===== src/etp_consts.svh =====
// Constants of the exception trace packet encoder
`ifndef ETP_CONSTS_SVH
`define ETP_CONSTS_SVH
`define ETP_HDR_BYTE 8'h06
`define ETP_ADDR_KIND 8'h83
`define ETP_INFO_NONE 2'h0
`define ETP_INFO_CTX 2'h2
`define ETP_INFO_VM 2'h1
`define ETP_INFO_BOTH 2'h3
`define ETP_ESEL_CTX_EXC 2'h1
`define ETP_ESEL_TGT_CTX_EXC 2'h2
`define ETP_TYPE_RESET 5'h00
`define ETP_TYPE_HALT 5'h01
`define ETP_TYPE_CALL 5'h02
`define ETP_TYPE_TRAP 5'h03
`define ETP_TYPE_SERR 5'h04
`define ETP_TYPE_IDBG 5'h06
`define ETP_TYPE_DDBG 5'h07
`define ETP_TYPE_ALIGN 5'h0A
`define ETP_TYPE_IFLT 5'h0B
`define ETP_TYPE_DFLT 5'h0C
`define ETP_TYPE_IRQ 5'h0E
`define ETP_TYPE_FAST_IRQ 5'h0F
`define ETP_TYPE_IMPL_LO 5'h10
`define ETP_TYPE_IMPL_HI 5'h17
`define ETP_IDX_HDR 4'h0
`define ETP_IDX_TYPE 4'h1
`define ETP_IDX_KIND 4'h2
`define ETP_IDX_A0 4'h3
`define ETP_IDX_A1 4'h4
`define ETP_IDX_A2 4'h5
`define ETP_IDX_A3 4'h6
`define ETP_IDX_INFO 4'h7
`define ETP_LEN_BASE 5'h08
`define ETP_TAG_BYTES 5'h04
`define ETP_RST_WORD 32'h0000_0000
`define ETP_RST_BYTE 8'h00
`endif


===== src/etp_pkg.sv =====
// Types shared by the exception trace packet encoder
package etp_pkg;

  typedef enum logic {
    ETP_IDLE,
    ETP_SEND
  } etp_state_t;

  // One exception as offered by the trace unit
  typedef struct packed {
    logic [4:0] exc_type;
    logic [1:0] elem_sel;
    logic [1:0] exception_level;
    logic security_state_bit;
    logic execution_width_bit;
    logic [31:0] ret_addr;
    logic [31:0] process_tag;
    logic [31:0] virtual_machine_tag;
    logic send_process_tag;
    logic send_vm_tag;
    logic process_tag_trace_en;
    logic vm_tag_trace_en;
  } etp_req_t;

  // Captured packet contents
  typedef struct packed {
    logic [7:0] type_byte;
    logic [31:0] ret_addr;
    logic [7:0] info_byte;
    logic [31:0] tag_first;
    logic [31:0] tag_second;
    logic [3:0] last_idx;
  } etp_pkt_t;

endpackage


===== src/etp_encoder.sv =====
// Exception trace packet encoder, 32-bit halfword-aligned address form
`timescale 1ns/1ns
`include "etp_consts.svh"
module etp_encoder
  import etp_pkg::*;
(
  input wire logic clk,
  input wire logic rst,
  input wire logic ce,
  input wire logic req_valid,
  input wire etp_req_t req,
  output logic req_ready,
  output logic out_valid,
  output logic [7:0] out_data,
  input wire logic out_ready,
  output logic busy,
  output logic reject,
  output logic [31:0] hist_entry0,
  output logic [31:0] last_process_tag,
  output logic [31:0] last_vm_tag
);

  etp_state_t state_r;
  etp_state_t state_nxt;
  etp_pkt_t pkt_r;
  etp_pkt_t pkt_nxt;
  logic [3:0] idx_r;
  logic [3:0] idx_nxt;
  logic req_ready_r;
  logic out_valid_r;
  logic [7:0] out_data_r;
  logic [7:0] out_data_nxt;
  logic busy_r;
  logic reject_r;
  logic [31:0] hist_r;
  logic [31:0] hist_nxt;
  logic [31:0] last_ctx_r;
  logic [31:0] last_ctx_nxt;
  logic [31:0] last_vm_r;
  logic [31:0] last_vm_nxt;
  logic pend_ctx_r;
  logic pend_vm_r;
  logic [31:0] pend_ctx_val_r;
  logic [31:0] pend_vm_val_r;
  logic [7:0] sel_byte;

  // Request decode
  wire take = ce & req_valid & req_ready_r;

  wire [4:0] ty = req.exc_type;
  wire ty_impl = (ty >= `ETP_TYPE_IMPL_LO) && (ty <= `ETP_TYPE_IMPL_HI);
  wire ty_base_a = (ty == `ETP_TYPE_RESET) || (ty == `ETP_TYPE_HALT);
  wire ty_base_b = (ty == `ETP_TYPE_CALL) || (ty == `ETP_TYPE_TRAP);
  wire ty_base_c = (ty == `ETP_TYPE_SERR);
  wire ty_dbg = (ty == `ETP_TYPE_IDBG) || (ty == `ETP_TYPE_DDBG);
  wire ty_flt_a = (ty == `ETP_TYPE_ALIGN) || (ty == `ETP_TYPE_IFLT);
  wire ty_flt_b = (ty == `ETP_TYPE_DFLT);
  wire ty_irq = (ty == `ETP_TYPE_IRQ) || (ty == `ETP_TYPE_FAST_IRQ);
  wire ty_std = ty_dbg | ty_flt_a | ty_flt_b | ty_irq;
  wire ty_base = ty_base_a | ty_base_b | ty_base_c;
  // Transaction-failure code and gaps fall out here
  wire type_ok = ty_base | ty_std | ty_impl;

  wire esel_ok = (req.elem_sel == `ETP_ESEL_CTX_EXC) ||
                 (req.elem_sel == `ETP_ESEL_TGT_CTX_EXC);
  wire req_ok = type_ok & esel_ok;

  // Tag selection
  wire use_ctx = req.send_process_tag;
  wire use_vm = req.send_vm_tag;
  // Disabled tracing still honours the variant but zeroes the value
  wire [31:0] ctx_val = req.process_tag_trace_en ?
                        req.process_tag : `ETP_RST_WORD;
  wire [31:0] vm_val = req.vm_tag_trace_en ?
                       req.virtual_machine_tag : `ETP_RST_WORD;

  wire [1:0] info_top = (use_ctx & use_vm) ? `ETP_INFO_BOTH :
                        use_ctx ? `ETP_INFO_CTX :
                        use_vm ? `ETP_INFO_VM :
                        `ETP_INFO_NONE;

  wire [7:0] info_byte = {info_top,
                          req.security_state_bit,
                          req.execution_width_bit,
                          2'b00,
                          req.exception_level};

  wire [7:0] type_byte = {1'b0, req.elem_sel[1], ty,
                          req.elem_sel[0]};

  // Machine tag goes first when both are present
  wire [31:0] tag_first = use_vm ? vm_val : ctx_val;
  wire [31:0] tag_second = ctx_val;

  wire [1:0] tag_count = {1'b0, use_ctx} + {1'b0, use_vm};
  wire [4:0] pkt_len = `ETP_LEN_BASE +
                       5'(`ETP_TAG_BYTES * {3'h0, tag_count});
  wire [3:0] last_idx = 4'(pkt_len - 5'h01);

  // Address with bit 0 cleared before it is replaced into history
  wire [31:0] addr_aligned = {req.ret_addr[31:1], 1'b0};

  always_comb begin
    pkt_nxt.type_byte = type_byte;
    pkt_nxt.ret_addr = addr_aligned;
    pkt_nxt.info_byte = info_byte;
    pkt_nxt.tag_first = tag_first;
    pkt_nxt.tag_second = tag_second;
    pkt_nxt.last_idx = last_idx;
  end

  // Byte stream
  wire beat = ce & out_valid_r & out_ready;
  wire last_beat = beat & (idx_r == pkt_r.last_idx);
  wire [3:0] idx_inc = idx_r + 4'h1;

  etp_byte_sel u_sel (
    .pkt(pkt_r),
    .idx(idx_inc),
    .byte_out(sel_byte)
  );

  always_comb begin
    state_nxt = state_r;
    idx_nxt = idx_r;
    out_data_nxt = out_data_r;
    case (state_r)
      ETP_IDLE: begin
        if (take && req_ok) begin
          state_nxt = ETP_SEND;
          idx_nxt = `ETP_IDX_HDR;
          out_data_nxt = `ETP_HDR_BYTE;
        end
      end
      ETP_SEND: begin
        if (last_beat) begin
          state_nxt = ETP_IDLE;
        end else if (beat) begin
          idx_nxt = idx_inc;
          out_data_nxt = sel_byte;
        end
      end
      default: begin
        state_nxt = ETP_IDLE;
      end
    endcase
  end

  // Decoder-visible state moves only once the packet has fully left
  always_comb begin
    hist_nxt = hist_r;
    last_ctx_nxt = last_ctx_r;
    last_vm_nxt = last_vm_r;
    if (last_beat) begin
      hist_nxt = pkt_r.ret_addr;
      if (pend_ctx_r) begin
        last_ctx_nxt = pend_ctx_val_r;
      end
      if (pend_vm_r) begin
        last_vm_nxt = pend_vm_val_r;
      end
    end
  end

  always_ff @(posedge clk) begin
    if (rst) begin
      state_r <= ETP_IDLE;
      idx_r <= `ETP_IDX_HDR;
      out_data_r <= `ETP_RST_BYTE;
    end else if (ce) begin
      state_r <= state_nxt;
      idx_r <= idx_nxt;
      out_data_r <= out_data_nxt;
    end
  end

  // Handshake flags
  always_ff @(posedge clk) begin
    if (rst) begin
      req_ready_r <= 1'b0;
      out_valid_r <= 1'b0;
      busy_r <= 1'b0;
    end else if (ce) begin
      req_ready_r <= (state_nxt == ETP_IDLE);
      out_valid_r <= (state_nxt == ETP_SEND);
      busy_r <= (state_nxt == ETP_SEND);
    end
  end

  always_ff @(posedge clk) begin
    if (rst) begin
      reject_r <= 1'b0;
    end else if (ce) begin
      reject_r <= take & ~req_ok;
    end
  end

  // Packet capture
  always_ff @(posedge clk) begin
    if (rst) begin
      pkt_r <= '0;
      pend_ctx_r <= 1'b0;
      pend_vm_r <= 1'b0;
      pend_ctx_val_r <= `ETP_RST_WORD;
      pend_vm_val_r <= `ETP_RST_WORD;
    end else if (ce && take && req_ok) begin
      pkt_r <= pkt_nxt;
      pend_ctx_r <= use_ctx;
      pend_vm_r <= use_vm;
      pend_ctx_val_r <= ctx_val;
      pend_vm_val_r <= vm_val;
    end
  end

  always_ff @(posedge clk) begin
    if (rst) begin
      hist_r <= `ETP_RST_WORD;
      last_ctx_r <= `ETP_RST_WORD;
      last_vm_r <= `ETP_RST_WORD;
    end else if (ce) begin
      hist_r <= hist_nxt;
      last_ctx_r <= last_ctx_nxt;
      last_vm_r <= last_vm_nxt;
    end
  end

  assign req_ready = req_ready_r;
  assign out_valid = out_valid_r;
  assign out_data = out_data_r;
  assign busy = busy_r;
  assign reject = reject_r;
  assign hist_entry0 = hist_r;
  assign last_process_tag = last_ctx_r;
  assign last_vm_tag = last_vm_r;

endmodule


===== src/etp_byte_sel.sv =====
// Picks one packet byte by its position
`timescale 1ns/1ns
`include "etp_consts.svh"
module etp_byte_sel
  import etp_pkg::*;
(
  input wire etp_pkt_t pkt,
  input wire logic [3:0] idx,
  output logic [7:0] byte_out
);

  wire [1:0] lane = idx[1:0];
  wire [31:0] tag_word = idx[2] ? pkt.tag_second : pkt.tag_first;
  wire [7:0] tag_byte = tag_word[{lane, 3'h0} +: 8];

  always_comb begin
    case (idx)
      `ETP_IDX_HDR: byte_out = `ETP_HDR_BYTE;
      `ETP_IDX_TYPE: byte_out = pkt.type_byte;
      `ETP_IDX_KIND: byte_out = `ETP_ADDR_KIND;
      `ETP_IDX_A0: byte_out = {1'b0, pkt.ret_addr[7:1]};
      `ETP_IDX_A1: byte_out = pkt.ret_addr[15:8];
      `ETP_IDX_A2: byte_out = pkt.ret_addr[23:16];
      `ETP_IDX_A3: byte_out = pkt.ret_addr[31:24];
      `ETP_IDX_INFO: byte_out = pkt.info_byte;
      // Tag bytes 8..15, least significant first
      default: byte_out = tag_byte;
    endcase
  end

endmodule


===== config.mk =====
export PLATFORM = sky130hd
export DESIGN_NAME = etp_encoder
export DESIGN_NICKNAME = d
export VERILOG_FILES = /design/src/etp_pkg.sv /design/src/etp_encoder.sv /design/src/etp_byte_sel.sv
export VERILOG_INCLUDE_DIRS = /design/src
export SDC_FILE = /design/constraint.sdc
export NUM_CORES = 1
export LEC_CHECK = 0
export ABC_AREA = 1
export BUFFER_PORTS_ARGS = -buffer_cell sky130_fd_sc_hd__buf_2
export CAP_MARGIN = 10
export CORE_ASPECT_RATIO = 0.75
export CORE_MARGIN = 5
export CORE_UTILIZATION = 40
export CTS_CLUSTER_DIAMETER = 150
export DETAILED_ROUTE_END_ITERATION = 10
export GPL_TIMING_DRIVEN = 0
export HOLD_SLACK_MARGIN = 0.15
export SYNTH_ARGS = -nofsm -noshare
export SYNTH_HDL_FRONTEND = slang
export SYNTH_SLANG_ARGS = --single-unit

===== constraint.sdc =====
create_clock -name clk -period 3.79 [get_ports clk]
set_input_delay 0.5685 -clock clk [delete_from_list [all_inputs] [get_ports clk]]
set_output_delay 0.5685 -clock clk [all_outputs]
set_load 0.03 [all_outputs]

==> qor.yml <==
status: "finished clean"
timing.final.crit_period_ns: 2.89
clockBufferDepth: 3
clock.fmax_ghz: 0.346
final_layout_size_suffix_gt1_share_pct: 19.3
holdCritPathClass: "input port to flip-flop"
drt_iter0_markers: 998
cp.required_ns: 4.18
root_buffer: "clkbuf_16"
port_buffers: 220
grt_pass1_vias: 10244
relSlewSlack_pct: 38.5
wl_per_cell_um: 19.2
die_h_um: 152
syn_to_final_growth_pct: 22.4
cts_setup_buffers: 0
ctsHoldBuffers: 0
wl_um: 40100
final_common_cell: "nand2_1"
core_area_um2: 26200
fin_skew_ns: 0.0131
path_class: "flip-flop to flip-flop"
power_density_nw_per_um2: 429
cts_tree: "yes"
io_pins: 224
crit_path_end_kind: "flip-flop"
grt-ovfl-total: 0
worst-slew-pin-transition_ns: 0.922
timing.hold.ws_ns: 0.274
syn_nets: 1603
setup_tns_ns: 0
place_congestion: 0.946
path_max_fanout: 11
total_power_mw: 5.62
vias_per_cell: 5.17
arrival_ns: 3.29
irDropWorstVdd_uv: 300
avgSynthCellArea_um2: 7.23
first_pass_iters: 5
grtUsageTotal_pct: 25.9
die_w_um: 199
antenna_found_initial: 5
post-place-ws_ns: 0.960
cts-resized-gates: 0
setup-violations-final: 0
htree_levels: 1
cts_buffers: 26
grt_pass1_wl_um: 60200
fill_cells: 2757
insertion_delay_ns: 0.54
leakage_nw: 5.83
synth-seq-cells: 255
dieArea_um2: 30100
vias: 10806
maxSlewViolCount: 0
rsz0062_at_grt: "no"
layout_setup_ws_ns: 0.896
synthDistinctLibCells: 35
cap_violations: 0
fin_crit_sh_pct: 76.3
route.detailed.drc: 0
final_cell_mix: "nand2_1, dfxtp_1, buf_2, a21oi_1"
dp_cells: 2043
final_cells: 2089
ys_seq_area_share_pct: 47.7
hold_viol_final: 0
synth_warnings: 0
ant_nets: 0
synthCells: 1479
rows: 51
clkSinkCount: 255
fin_nets: 1851
hpwl_um: 31600
synthesis.area_um2: 10700
cts.clk_slew.worst_paths_ns: 0.07
critPathLaunchType: "flip-flop"
initial_utilization_pct: 40.9
grt_max_degree: 14
[sequential cells by signal, summed over array words and instances, names as in the netlist, 4 cells and up]
name / flops
out_data: 8
idx_r: 4
hist_entry0: 31
last_vm_tag: 32
last_process_tag: 32
pkt_r: 79
pend_vm_val_r: 32
pend_ctx_val_r: 32
[final timing paths]
path	slack [ns]	to	start	cells after the start
max	0.90	out_data[5]	idx_r[0]	15
min	0.27	pkt_r[82]	req[74]	3
max reg2reg	0.90	out_data[5]	idx_r[0]	15
min reg2reg	0.44	last_vm_tag[9]	last_vm_tag[9]	2
[kinds of logic (layout without fill, tap and decap cells)]
group	Yosys count	after routing	synth area share, %
compound gates	379	379	17.9
xor+xnor	3	3	0.246
fa+ha+maj	8	8	0.936
buf+inv	205	470	8.31
flops	255	255	47.7
other cells	1	2	0.0351
simple gates	628	628	24.8
[per-stage QoR]
| step | instance area, µm² | util [%] |
|---|---|---|
| floorplan | 10700 | - |
| global placement | 12200 | 46.7 |
| detailed placement | 12200 | 46.7 |
| CTS | 13100 | 50.0 |
| global route | 13100 | 50.0 |
| finish | 13100 | 50.0 |
[report_power, final]
part / switching, mW / internal [mW] / total, mW
Sequential: 0.0193 / 2.71 / 2.73
Clock: 1.09 / 1.51 / 2.60
Combinational: 0.200 / 0.0956 / 0.296
[Yosys cell counts]
cell | count | share of area, %
nand3b_1 | 1 | 0.070
ha_1 | 8 | 0.94
inv_2 | 9 | 0.32
o21a_1 | 1 | 0.070
nor3_2 | 1 | 0.094
clkbuf_1 | 57 | 2.0
conb_1 | 1 | 0.035
xor2_1 | 3 | 0.25
a21o_1 | 1 | 0.070
nor2_4 | 2 | 0.21
nor2_8 | 1 | 0.19
o21ai_0 | 121 | 5.7
nand3_1 | 121 | 5.7
nand4_1 | 5 | 0.29
nand3_2 | 4 | 0.37
buf_1 | 1 | 0.035
nand4_4 | 1 | 0.20
nand2_4 | 3 | 0.32
nor2_2 | 2 | 0.12
nor3_1 | 3 | 0.14
o211ai_1 | 2 | 0.14
inv_1 | 90 | 3.2
clkinv_1 | 1 | 0.035
o21bai_1 | 1 | 0.070
buf_2 | 26 | 1.2
buf_6 | 2 | 0.21
a21oi_1 | 222 | 10
nor2_1 | 90 | 3.2
nand2_2 | 6 | 0.35
buf_4 | 19 | 1.3
o21ai_1 | 24 | 1.1
and3_1 | 1 | 0.059
dfxtp_1 | 255 | 48
nand2_1 | 387 | 14
a31oi_1 | 7 | 0.41
[routing by layer]
metal	vias to the layer above	wire [µm]	track usage, %
li1	5336	-	-
met4	10	594	4.31
met3	57	3870	5.68
met2	430	15400	35.4
met5	-	61	0
met1	4973	20200	41.5
[layout make-up]
cell class	count	area [µm²]	share of cell area, %
timing repair buffer	220	1100	8.41
multi-input combinational	1019	4700	35.9
clock inverter	9	109	0.832
buffer	105	513	3.92
tap	344	430	3.29
sequential	255	5100	39.0
antenna	1	2.50	0.0191
inverter	100	375	2.87
clock buffer	36	748	5.72
[worst max-delay path, cell delays in order, from the launching register on]
cell and delay (ns):
dfxtp_1 0.36, inv_1 0.08, buf_2 0.23, clkbuf_1 0.44, ha_1 0.23, clkbuf_1 0.35, inv_1 0.17, nand4_1 0.13
nand2_1 0.07, buf_4 0.18, inv_2 0.09, nand2_1 0.08, nor2_1 0.10, nand2_1 0.06, nand2_1 0.11, a21oi_1 0.07
No activity file was read; power rests on OpenSTA's default activity.
